$ cat src/tcx_cfg.svh
// Constants for the alt-mode crossbar configuration block
`ifndef TCX_CFG_SVH
`define TCX_CFG_SVH
`define TCX_CLK_MHZ 250
`define TCX_CW 22
`define TCX_PG_US 500
`define TCX_HOLD_US 10
`define TCX_DEB_MS 5
`define TCX_RXDET_MS 12
`define TCX_U1_US 100
`define TCX_ADDR_HI_0 5'h11
`define TCX_ADDR_HI_R 5'h08
`define TCX_ADDR_HI_F 5'h04
`define TCX_ADDR_HI_1 5'h03
`define TCX_PG_CYC (`TCX_PG_US * `TCX_CLK_MHZ)
`define TCX_HOLD_CYC (`TCX_HOLD_US * `TCX_CLK_MHZ)
`define TCX_DEB_CYC (`TCX_DEB_MS * 1000 * `TCX_CLK_MHZ)
`define TCX_RXDET_CYC (`TCX_RXDET_MS * 1000 * `TCX_CLK_MHZ)
`define TCX_U1_CYC (`TCX_U1_US * `TCX_CLK_MHZ)
`endif

$ cat src/tcx_pkg.sv
// Types shared by the crossbar configuration block
package tcx_pkg;
  typedef enum logic [1:0] {lv_0, lv_r, lv_f, lv_1} tcx_lvl_t;
  typedef enum logic [1:0] {cfg_off, cfg_usb, cfg_dp4, cfg_usb_dp2} tcx_cfg_t;
  typedef enum logic [2:0] {src_none, src_host_tx, src_lane0, src_lane1, src_lane2, src_lane3} tcx_src_t;
  typedef enum logic [1:0] {hsrc_none, hsrc_rx_a, hsrc_rx_b} tcx_hsrc_t;
  typedef enum logic [1:0] {us_disc, us_u23, us_u1, us_u0} tcx_ustate_t;
  typedef struct packed {
    tcx_src_t  rx_a;
    tcx_src_t  tx_a;
    tcx_src_t  rx_b;
    tcx_src_t  tx_b;
    tcx_hsrc_t host_rx;
  } tcx_route_t;
  typedef struct packed {
    logic pos_a;
    logic pos_b;
    logic neg_a;
    logic neg_b;
  } tcx_sbu_t;
  typedef struct packed {
    logic [3:0]      dfp_a;
    logic [3:0]      dfp_b;
    logic [3:0]      ufp;
    logic [3:0][3:0] lane;
  } tcx_gain_t;
  typedef struct packed {
    logic      usb_select_bit;
    logic      dp_select_bit;
    logic      orientation_bit;
    logic      sideband_override_bit;
    tcx_gain_t gain;
  } tcx_reg_t;
  typedef struct packed {
    logic det_ufp;
    logic det_dfp;
    logic idle_ufp;
    logic idle_dfp;
    logic lfps_ufp;
    logic lfps_dfp;
  } tcx_phy_t;
  typedef struct packed {
    logic term_en;
    logic tx_cm_en;
    logic redrive_en;
    logic det_req;
  } tcx_phyctl_t;
  typedef struct packed {
    tcx_lvl_t host_sel;
    tcx_lvl_t dfp_hi;
    tcx_lvl_t dfp_lo;
    tcx_lvl_t ufp_hi;
    tcx_lvl_t ufp_lo;
    tcx_lvl_t disp_hi;
    tcx_lvl_t disp_lo;
  } tcx_straps_t;
endpackage

$ cat src/tcx_debounce.sv
// Pin synchroniser and debounce filter
`timescale 1ns/100ps
`include "tcx_cfg.svh"
module tcx_debounce #(
  parameter int CW     = `TCX_CW,
  parameter int DB_CYC = `TCX_DEB_CYC
) (
  input  wire logic mclk,
  input  wire logic sys_rst,
  input  wire logic pin,
  output logic      level
);
  typedef struct packed {
    logic          s1;
    logic          s2;
    logic          lvl;
    logic [CW-1:0] cnt;
  } tcx_db_st_t;

  tcx_db_st_t st_r;
  tcx_db_st_t st_nxt;

  always_comb
  begin
    st_nxt = st_r;
    st_nxt.s1 = pin;
    st_nxt.s2 = st_r.s1;
    if (st_r.s2 == st_r.lvl)
    begin
      st_nxt.cnt = '0;
    end
    else if (st_r.cnt == CW'(DB_CYC - 1))
    begin
      st_nxt.lvl = st_r.s2;
      st_nxt.cnt = '0;
    end
    else
    begin
      st_nxt.cnt = st_r.cnt + 1'b1;
    end
  end

  always_ff @(posedge mclk)
  begin
    if (sys_rst)
      st_r <= '0;
    else
      st_r <= st_nxt;
  end

  assign level = st_r.lvl;
endmodule

$ cat src/tcx_crossbar_ctl.sv
// Alt-mode crossbar configuration, strap latch and USB link power control
`timescale 1ns/100ps
`include "tcx_cfg.svh"
module tcx_crossbar_ctl #(
  parameter int PG_CYC    = `TCX_PG_CYC,
  parameter int DEB_CYC   = `TCX_DEB_CYC,
  parameter int RXDET_CYC = `TCX_RXDET_CYC,
  parameter int U1_CYC    = `TCX_U1_CYC
) (
  input  wire logic                 mclk,
  input  wire logic                 sys_rst,
  input  wire logic                 dp_enable_pin,
  input  wire logic                 usb_enable_pin,
  input  wire logic                 orientation_pin,
  input  wire tcx_pkg::tcx_straps_t strap_lvl,
  input  wire tcx_pkg::tcx_reg_t    regs,
  input  wire tcx_pkg::tcx_phy_t    phy_stat,
  output logic                      power_good,
  output logic                      strap_pull_off,
  output logic                      i2c_mode,
  output tcx_pkg::tcx_cfg_t         cfg,
  output logic                      flipped,
  output tcx_pkg::tcx_route_t       route,
  output tcx_pkg::tcx_sbu_t         sbu,
  output tcx_pkg::tcx_gain_t        gain,
  output tcx_pkg::tcx_ustate_t      usb_state,
  output tcx_pkg::tcx_phyctl_t      phyctl,
  output logic [6:0]                target_addr
);
  localparam int CW = `TCX_CW;
  localparam int HOLD_CYC = `TCX_HOLD_CYC;
  // Upper address bits per level of the display lo strap
  localparam logic [3:0][4:0] ADDR_HI = {`TCX_ADDR_HI_1, `TCX_ADDR_HI_F, `TCX_ADDR_HI_R, `TCX_ADDR_HI_0};

  typedef struct packed {
    logic [CW-1:0]        pg_cnt;
    logic                 pg;
    logic [CW-1:0]        hold_cnt;
    logic                 pull_off;
    tcx_pkg::tcx_straps_t sp1;
    tcx_pkg::tcx_straps_t sp2;
    tcx_pkg::tcx_straps_t strap;
    tcx_pkg::tcx_phy_t    ph1;
    tcx_pkg::tcx_phy_t    ph2;
    logic                 i2c;
    logic                 left_def;
    logic                 usb_prev;
    tcx_pkg::tcx_cfg_t    cfg;
    logic                 flip;
    tcx_pkg::tcx_route_t  route;
    tcx_pkg::tcx_sbu_t    sbu;
    tcx_pkg::tcx_gain_t   gain;
    tcx_pkg::tcx_ustate_t us;
    logic [CW-1:0]        det_cnt;
    logic [CW-1:0]        u1_cnt;
    tcx_pkg::tcx_phyctl_t phyctl;
    logic [6:0]           addr;
  } tcx_st_t;

  tcx_st_t    st_r;
  tcx_st_t    st_nxt;
  logic [2:0] pin_raw;
  logic [2:0] db;
  logic       usb_en;
  logic       both_det;
  logic       both_idle;
  logic       any_lfps;

  assign pin_raw = {orientation_pin, usb_enable_pin, dp_enable_pin};

  // Sync and debounce of dp, usb and orientation pins
  generate
    for (genvar i = 0; i < 3; i++)
    begin : g_db
      tcx_debounce #(
        .CW     (CW),
        .DB_CYC (DEB_CYC)
      ) u_db (
        .mclk    (mclk),
        .sys_rst (sys_rst),
        .pin     (pin_raw[i]),
        .level   (db[i])
      );
    end
  endgenerate

  function automatic tcx_pkg::tcx_route_t route_of(tcx_pkg::tcx_cfg_t c, logic f);
    tcx_pkg::tcx_route_t r;
    r = '0;
    if (c == tcx_pkg::cfg_usb || c == tcx_pkg::cfg_usb_dp2)
    begin
      r.host_rx = f ? tcx_pkg::hsrc_rx_b : tcx_pkg::hsrc_rx_a;
      if (f)
        r.tx_b = tcx_pkg::src_host_tx;
      else
        r.tx_a = tcx_pkg::src_host_tx;
    end
    if (c == tcx_pkg::cfg_dp4 || c == tcx_pkg::cfg_usb_dp2)
    begin
      if (f)
      begin
        r.rx_a = tcx_pkg::src_lane0;
        r.tx_a = tcx_pkg::src_lane1;
      end
      else
      begin
        r.rx_b = tcx_pkg::src_lane0;
        r.tx_b = tcx_pkg::src_lane1;
      end
    end
    if (c == tcx_pkg::cfg_dp4)
    begin
      if (f)
      begin
        r.tx_b = tcx_pkg::src_lane2;
        r.rx_b = tcx_pkg::src_lane3;
      end
      else
      begin
        r.tx_a = tcx_pkg::src_lane2;
        r.rx_a = tcx_pkg::src_lane3;
      end
    end
    return r;
  endfunction

  function automatic tcx_pkg::tcx_sbu_t sbu_of(logic dp, logic f, logic ovr);
    tcx_pkg::tcx_sbu_t s;
    s = '0;
    if (ovr || (dp && f))
    begin
      s.pos_b = 1'b1;
      s.neg_a = 1'b1;
    end
    else if (dp)
    begin
      s.pos_a = 1'b1;
      s.neg_b = 1'b1;
    end
    return s;
  endfunction

  assign usb_en = st_r.cfg == tcx_pkg::cfg_usb || st_r.cfg == tcx_pkg::cfg_usb_dp2;
  assign both_det = st_r.ph2.det_ufp & st_r.ph2.det_dfp;
  assign both_idle = st_r.ph2.idle_ufp & st_r.ph2.idle_dfp;
  assign any_lfps = st_r.ph2.lfps_ufp | st_r.ph2.lfps_dfp;

  always_comb
  begin
    st_nxt = st_r;
    st_nxt.sp1 = strap_lvl;
    st_nxt.sp2 = st_r.sp1;
    st_nxt.ph1 = phy_stat;
    st_nxt.ph2 = st_r.ph1;
    st_nxt.phyctl.det_req = 1'b0;
    st_nxt.usb_prev = db[1];
    if (!st_r.pg)
    begin
      // Internal power-good after a fixed ramp count
      if (st_r.pg_cnt == CW'(PG_CYC - 1))
      begin
        st_nxt.pg = 1'b1;
        st_nxt.strap = st_r.sp2;
        st_nxt.i2c = st_r.sp2.host_sel != tcx_pkg::lv_0;
        st_nxt.addr = {ADDR_HI[st_r.sp2.disp_lo], st_r.sp2.ufp_lo};
        st_nxt.cfg = tcx_pkg::cfg_usb;
      end
      else
      begin
        st_nxt.pg_cnt = st_r.pg_cnt + 1'b1;
      end
    end
    else
    begin
      if (!st_r.pull_off)
      begin
        if (st_r.hold_cnt == CW'(HOLD_CYC - 1))
          st_nxt.pull_off = 1'b1;
        else
          st_nxt.hold_cnt = st_r.hold_cnt + 1'b1;
      end
      if (st_r.usb_prev && !db[1])
        st_nxt.left_def = 1'b1;
      if (st_r.i2c)
      begin
        st_nxt.cfg = tcx_pkg::tcx_cfg_t'({regs.dp_select_bit, regs.usb_select_bit});
        st_nxt.flip = regs.orientation_bit;
        st_nxt.sbu = sbu_of(regs.dp_select_bit, regs.orientation_bit,
                            regs.sideband_override_bit);
        st_nxt.gain = regs.gain;
      end
      else
      begin
        // Stays USB-only until the controller's low-high-low
        if (st_r.left_def)
          st_nxt.cfg = tcx_pkg::tcx_cfg_t'({db[0], db[1]});
        else
          st_nxt.cfg = tcx_pkg::cfg_usb;
        st_nxt.flip = db[2];
        // Debounced dp-enable low already exceeds 2 ms
        st_nxt.sbu = sbu_of(db[0], db[2], 1'b0);
        st_nxt.gain.dfp_a = {st_r.strap.dfp_hi, st_r.strap.dfp_lo};
        st_nxt.gain.dfp_b = {st_r.strap.dfp_hi, st_r.strap.dfp_lo};
        st_nxt.gain.ufp = {st_r.strap.ufp_hi, st_r.strap.ufp_lo};
        for (int i = 0; i < 4; i++)
          st_nxt.gain.lane[i] = {st_r.strap.disp_hi, st_r.strap.disp_lo};
      end
    end
    st_nxt.route = route_of(st_nxt.cfg, st_nxt.flip);

    // Link power machine
    if (!usb_en)
    begin
      st_nxt.us = tcx_pkg::us_disc;
      st_nxt.det_cnt = '0;
      st_nxt.u1_cnt = '0;
    end
    else
    begin
      unique case (st_r.us)
        tcx_pkg::us_disc:
        begin
          if (both_det)
            st_nxt.us = tcx_pkg::us_u0;
        end
        tcx_pkg::us_u0:
        begin
          st_nxt.u1_cnt = '0;
          if (both_idle)
            st_nxt.us = tcx_pkg::us_u1;
        end
        tcx_pkg::us_u1:
        begin
          if (any_lfps || !both_idle)
            st_nxt.us = tcx_pkg::us_u0;
          else if (st_r.u1_cnt == CW'(U1_CYC - 1))
            st_nxt.us = tcx_pkg::us_u23;
          else
            st_nxt.u1_cnt = st_r.u1_cnt + 1'b1;
        end
        tcx_pkg::us_u23:
        begin
          if (!both_det)
            st_nxt.us = tcx_pkg::us_disc;
          else if (any_lfps)
            st_nxt.us = tcx_pkg::us_u0;
        end
      endcase
      if (st_r.us == tcx_pkg::us_disc || st_r.us == tcx_pkg::us_u23)
      begin
        if (st_r.det_cnt == CW'(RXDET_CYC - 1))
        begin
          st_nxt.phyctl.det_req = 1'b1;
          st_nxt.det_cnt = '0;
        end
        else
        begin
          st_nxt.det_cnt = st_r.det_cnt + 1'b1;
        end
      end
      else
      begin
        st_nxt.det_cnt = '0;
      end
    end
    st_nxt.phyctl.term_en = st_nxt.us != tcx_pkg::us_disc;
    st_nxt.phyctl.tx_cm_en = st_nxt.us == tcx_pkg::us_u0 || st_nxt.us == tcx_pkg::us_u1;
    st_nxt.phyctl.redrive_en = st_nxt.us == tcx_pkg::us_u0;
  end

  always_ff @(posedge mclk)
  begin
    if (sys_rst)
      st_r <= '0;
    else
      st_r <= st_nxt;
  end

  assign power_good = st_r.pg;
  assign strap_pull_off = st_r.pull_off;
  assign i2c_mode = st_r.i2c;
  assign cfg = st_r.cfg;
  assign flipped = st_r.flip;
  assign route = st_r.route;
  assign sbu = st_r.sbu;
  assign gain = st_r.gain;
  assign usb_state = st_r.us;
  assign phyctl = st_r.phyctl;
  assign target_addr = st_r.addr;
endmodule

$ cat config.mk
export PLATFORM = sky130hd
export DESIGN_NAME = tcx_crossbar_ctl
export DESIGN_NICKNAME = d
export VERILOG_FILES = /design/src/tcx_pkg.sv /design/src/tcx_debounce.sv /design/src/tcx_crossbar_ctl.sv
export VERILOG_INCLUDE_DIRS = /design/src
export SDC_FILE = /design/constraint.sdc
export NUM_CORES = 1
export LEC_CHECK = 0
export ABC_AREA = 1
export BUFFER_PORTS_ARGS = -buffer_cell sky130_fd_sc_hd__buf_2
export CORE_MARGIN = 3
export CORE_UTILIZATION = 35
export DETAILED_ROUTE_END_ITERATION = 7
export SLEW_MARGIN = 30
export SYNTH_ARGS = -nofsm -noshare
export SYNTH_HDL_FRONTEND = slang
export SYNTH_HIERARCHICAL = 1
export SYNTH_SLANG_ARGS = --single-unit
$ cat constraint.sdc
create_clock -name mclk -period 1.6 [get_ports mclk]
set_input_delay 0.08 -clock mclk [delete_from_list [all_inputs] [get_ports mclk]]
set_output_delay 0.08 -clock mclk [all_outputs]
set_load 0.01 [all_outputs]
After elaboration in Yosys (flattened, before gate mapping)
Cells that the tools add are included.
- register bits: 282
- input bits: 57
- magnitude comparators: 1
- mux-type cells: 43
- eq/ne operators: 22
- bitwise operators: 13
- reduce and logical (&&, ||, !) cells: 31
- $add $sub $neg: 7
- operators by type and width (cell ; count):
    $add 22x1->22 const B ; 7
    $mux 22 ; 4
    $eq 22x21->1 const B ; 3
    $mux 46 ; 1
    $pmux 22 s2 ; 1
    $mux 32 ; 1
    $mux 2 ; 12
    $eq 22x12->1 const B ; 1
    $eq 22x15->1 const B ; 1
    $eq 22x17->1 const B ; 1
    $eq 22x22->1 const B ; 1
    $mux 5 ; 3
    $eq 2x2->1 const B ; 7
    $mux 1 ; 13
    $mux 12 ; 1
    $mux 6 ; 2
    $reduce_and 2->1 ; 6
    $reduce_or 3->1 ; 4
    $mux 11 ; 1
    $bmux 5 s2 ; 1
    $not 1->1 ; 10
    $pmux 2 s4 ; 1
    $logic_or 1x1->1 ; 7
    $eq 2x1->1 const B ; 3
    other kinds (13) ; 25

Logic depth before layout (Yosys ltp)
- depth after elaboration: 10
- mapped depth: 10

Modules after synthesis
Netlist, hierarchy kept.
- by module, submodules not included (module ; sequential area each (µm²) ; area an instance (µm²) ; cells an instance ; instances):
    tcx_crossbar_ctl ; 3943.8 ; 9610.5 ; 1393 ; 1
    tcx_debounce (g_db[0].u_db ...) ; 500.5 ; 1300.0 ; 181 ; 2
    tcx_debounce (g_db[2].u_db) ; 500.5 ; 1263.7 ; 184 ; 1

Least setup slack after synthesis
No wires, ideal clock.
- kind: register to register
- start: register st_r[11] (netlist bit)
- end: register st_r[26] (netlist bit)
- stages on the path, launching flop included: 11
- data arrival time: 1.593 ns
- period minus slack after synthesis: 1.662 ns
- buffers on the path: 1
- path slack: -0.062 ns
- cells stage by stage: dfxtp_1 > ha_1 > nand2_2 > nor3_2 > nand3_2 > nand2_2 > nand2_4 > inv_6 > buf_12 > nand2_2 > a21oi_2
- longest elaborated chain between the ends: 4
- RTL lines (element ; RTL line ; RTL):
    start, declared ; tcx_crossbar_ctl.sv:60 ; tcx_st_t st_r;
    start signal, assigned ; tcx_crossbar_ctl.sv:276 ; st_r <= st_nxt;
    $add 22x1->22 ; tcx_crossbar_ctl.sv:239 ; st_nxt.u1_cnt = st_r.u1_cnt + 1'b1;
    $mux 22 ; tcx_crossbar_ctl.sv:236 ; else if (st_r.u1_cnt == CW'(U1_CYC - 1))
    $mux 22 ; tcx_crossbar_ctl.sv:234 ; if (any_lfps || !both_idle)
    $pmux 22 s2 ; tcx_crossbar_ctl.sv:220 ; unique case (st_r.us)
Parallel ways exist; a longest one is shown, timed or not. The select of a mux whose other input is x is not followed.
A chain may end at the register's enable or synchronous reset.

Final worst setup path
- start: register st_r[187] (netlist bit)
- end: register st_r[205] (netlist bit)
- longest elaborated chain between the ends: 3
- RTL lines (element):
    parallel branches: the longest is 3 deep, another holds $add 22x1->22
Several ways; the timed one is not identified.

==> Flow_metrics.wiki <==
{| class="wikitable"
! Metric !! Value
|-
| Highest net fanout along the worst path || 14
|-
| Distinct cells, synth || 44
|-
| Period utilization || 0.9510
|-
| Initial antenna violation count || 2
|-
| Final Core Density || 0.4407
|-
| Area inside the core boundary || about 0.038 sq mm
|-
| Maximum number of pins on one net before global-route repair || slightly above 60
|-
| Crit path DAT || ~1.9 ns
|-
| Largest voltage drop on the vdd net || 0.7749 mV
|-
| CTS Sinks || 272
|-
| Post-synth net total || 2,007
|-
| Total instance count after detailed placement || 2,535
|-
| Pwr per Cell Area || 870.2 mW/mm^2
|-
| Library cell with the highest instance count after synthesis || nand2_1
|-
| Remaining Overflow, GRT || 0
|-
| Antenna violation net count after detailed routing || 0
|-
| Clk_lat worst skew || 0.59 ns
|-
| Clk root buf || clkbuf_16
|-
| Required time of the critical path || 2.02 ns
|-
| Area growth from synthesis to final layout || 23.77%
|-
| Worst clock skew || 0.05041 ns
|-
| Total number of nets in the final design || between 2,000 and 2,500
|-
| Worst setup path category || reg2reg
|-
| Cell count after synthesis || roughly 1,900
|-
| Initial Utilization || 0.3560
|-
| Number of register bits inferred by synthesis || ~270
|-
| GRT Total Usage || 0.1557
|-
| Count of unresolved DRC violations after routing || 0
|-
| Transition time at the pin with the least slew margin || ~0.53 ns
|-
| Vias || approximately 12,000
|-
| Maximum level of the CTS H-tree || 1
|-
| Leakage power || 6.385 nW
|-
| Footprint of the multi-input gates || 0.006675 sq mm
|-
| Gp weighted congestion || 0.8885
|-
| Max Buffers Root-to-Sink || 3
|-
| Number of port buffers || 121
|-
| Fraction of final layout cells sized beyond drive strength 1 || 0.1932
|-
| Proportion of register bits with asynchronous set or reset after synthesis || 0
|-
| Number of detailed-routing iterations run before antenna repair || 5
|-
| Reported max-cap violation count || 0
|-
| Detailed Route WL || 32,820 um
|-
| Fillers || 3,849
|-
| Run status || finished clean
|-
| Clock-pin slew of the registers on the worst-case setup and hold paths || 0.06 ns
|-
| Hold WC Path Type || in2reg
|-
| Clock tree from TritonCTS || built
|-
| Largest cells by area after synthesis || dfxtp_1 40%, nand2_1 12%, nor2_1 9.9%
|-
| Number of vias per cell after detailed routing || approximately 4.6
|-
| Pre-CTS WS || -0.0004224 ns
|-
| Maximum clock rate || 657.2 MHz
|-
| Die footprint || 0.04089 sq mm
|-
| Kind of launch point of the worst setup path || register
|-
| Die Wd || ~200 um
|-
| Sequential share of the synthesized area || 0.4041
|-
| Area occupied by registers || 0.005468 sq mm
|-
| Via count of the first global-routing pass || 11,850
|-
| Most common flop cell mapped by yosys || dfxtp_1
|-
| Overall die height || 202.2 um
|-
| Yosys Warn Count || 6
|-
| Final hold viol count || 0
|-
| Tightest slew margin relative to the limit || 0.6498
|-
| Mean area per synthesized cell || ~7 sq um
|-
| Mapped cell area || 0.01347 sq mm
|-
| Count of pins on the block boundary || 122
|-
| Element type at the critical path end || register
|-
| Final TNS setup || 0 ns
|-
| Number of stages on the worst hold path || 5
|-
| Tmin final || 1.522 ns
|-
| Standard-cell rows || 71
|-
| Number of enable flip-flop cells after synthesis || 0
|-
| Post-route insts no fill || 2,660
|-
| Most instantiated cells after synthesis || 428 x nand2_1, 356 x nor2_1, 272 x dfxtp_1, 222 x inv_1, 138 x nand3_1
|-
| Setup repair after global routing missed its margin || true
|-
| Worst hold-check slack || 0.06665 ns
|-
| Detailed Place HPWL || about 23,000 um
|-
| Share of the synthesized area in the top cell type || 0.4041
|-
| TritonCTS Buffers || 30
|-
| Global-route wire length before repair || 55,010 um
|-
| Worst reg-to-reg path cell count || 9
|-
| Count of routing violations after the opening detailed-route iteration || 495
|-
| Setup-violating endpoint count in the final report || 0
|-
| Minimum setup slack in the final design || 0.07842 ns
|-
| Detailed-route wire length per cell || approximately 12 um
|-
| Most area-hungry cell type in the Yosys netlist || dfxtp_1
|-
| Final Slew Violations || 0
|}
[worst paths after layout]
kind,startpoint,to,slack (ns)
max reg2reg,st_r[187],st_r[205],0.08
min,regs[31],cfg[0],0.07
min reg2reg,st_nxt[148],st_r[148],0.40
max,st_r[187],st_r[205],0.08
[metrics by stage]
| step | instance area [sq um] | total power, W |
|---|---|---|
| after CTS | 16300 | 0.01476 |
| after floorplan | 13490 | 0.007149 |
| after global placement | 14590 | 0.007283 |
| after global routing | 16680 | 0.01506 |
| after detailed placement | 14590 | 0.007287 |
| final | 16680 | 0.01451 |
[registers in the layout (all words and copies together), names as in the netlist]
name,count
cfg,2
flipped,1
g_db.u_db/level,3
g_db.u_db/st_nxt,3
g_db.u_db/st_r,69
gain,28
i2c_mode,1
phyctl,4
power_good,1
route,8
sbu,2
st_nxt,20
st_r,121
strap_pull_off,1
target_addr,6
usb_state,2
[cell type report]
| class | count | share of cell area |
|---|---|---|
| well taps | 511 | 0.03834 |
| inverters | 229 | 0.05259 |
| repair buffers | 262 | 0.1167 |
| clock buffers | 41 | 0.05169 |
| flip-flops and latches | 272 | 0.3279 |
| multi-input cells | 1329 | 0.4003 |
| diodes | 1 | 0.0001500 |
| clock inverters | 15 | 0.01238 |
[layer usage]
metal  wire length [um]  part of all wire  vias up  global-route usage
li1                   -                 -     6394                   -
met2              15120              0.46      227              0.2649
met4                708             0.022        2             0.03737
met1              15550              0.47     5657              0.2046
met3               1425             0.043       51             0.02980
met5                  9           0.00027        -                   0
[worst max-delay path: stages (launching register included)]
cell and delay (ns):
dfxtp_2 0.33, ha_2 0.20, nand3_1 0.08, nor2_1 0.13, nand3_2 0.15, nand2_2 0.14, inv_2 0.06, buf_6 0.15
nand2_1 0.07, a21oi_1 0.05
[power by group]
| group | switching (W) | internal, W | total, W |
|---|---|---|---|
| sequential | 0.0000243 | 0.00683 | 0.00686 |
| combinational | 0.000189 | 0.000209 | 0.000397 |
| clock | 0.00283 | 0.00442 | 0.00726 |
[cells in the final DEF, fill, tap and decap left out, types with 6 or more instances in the layout]
cell type and count:
buf_6 8, nand2_1 420, nor2_4 8, nor3_1 19
clkinv_2 8, a21oi_2 12, nor2_2 56, clkbuf_8 7
nand3_2 10, nor3_2 6, dfxtp_2 15, xnor2_1 21
inv_2 9, nand3_1 133, buf_4 66, nand4_1 27
nor2_1 330, nand2_2 21, o21ai_0 42, ha_1 6
dlygate4sd3_1 61, xor2_1 52, or2_0 6, clkbuf_16 32
inv_1 218, a21oi_1 92, o211ai_1 28, buf_2 120
dfxtp_1 256
[timing repair]
item / in CTS / in global routing
setup endpoints to repair: 11 / 119
resized for setup: 8 / 91
gates cloned: 0 / 3
buffers inserted: 0 / 4
hold endpoints to repair: 81 / 0
pin swaps: 0 / 11
hold buffers: 61 / 0
[cell families after synthesis]
logic type      Yosys count  share of synthesized area
xor+xnor                 73                    0.04745
simple gates           1062                     0.3424
compound gates          183                    0.07763
buf+inv                 338                     0.1182
fa+ha+maj                11                    0.01021
flops                   272                     0.4041
Note: power is estimated with default switching activity, not from simulation.
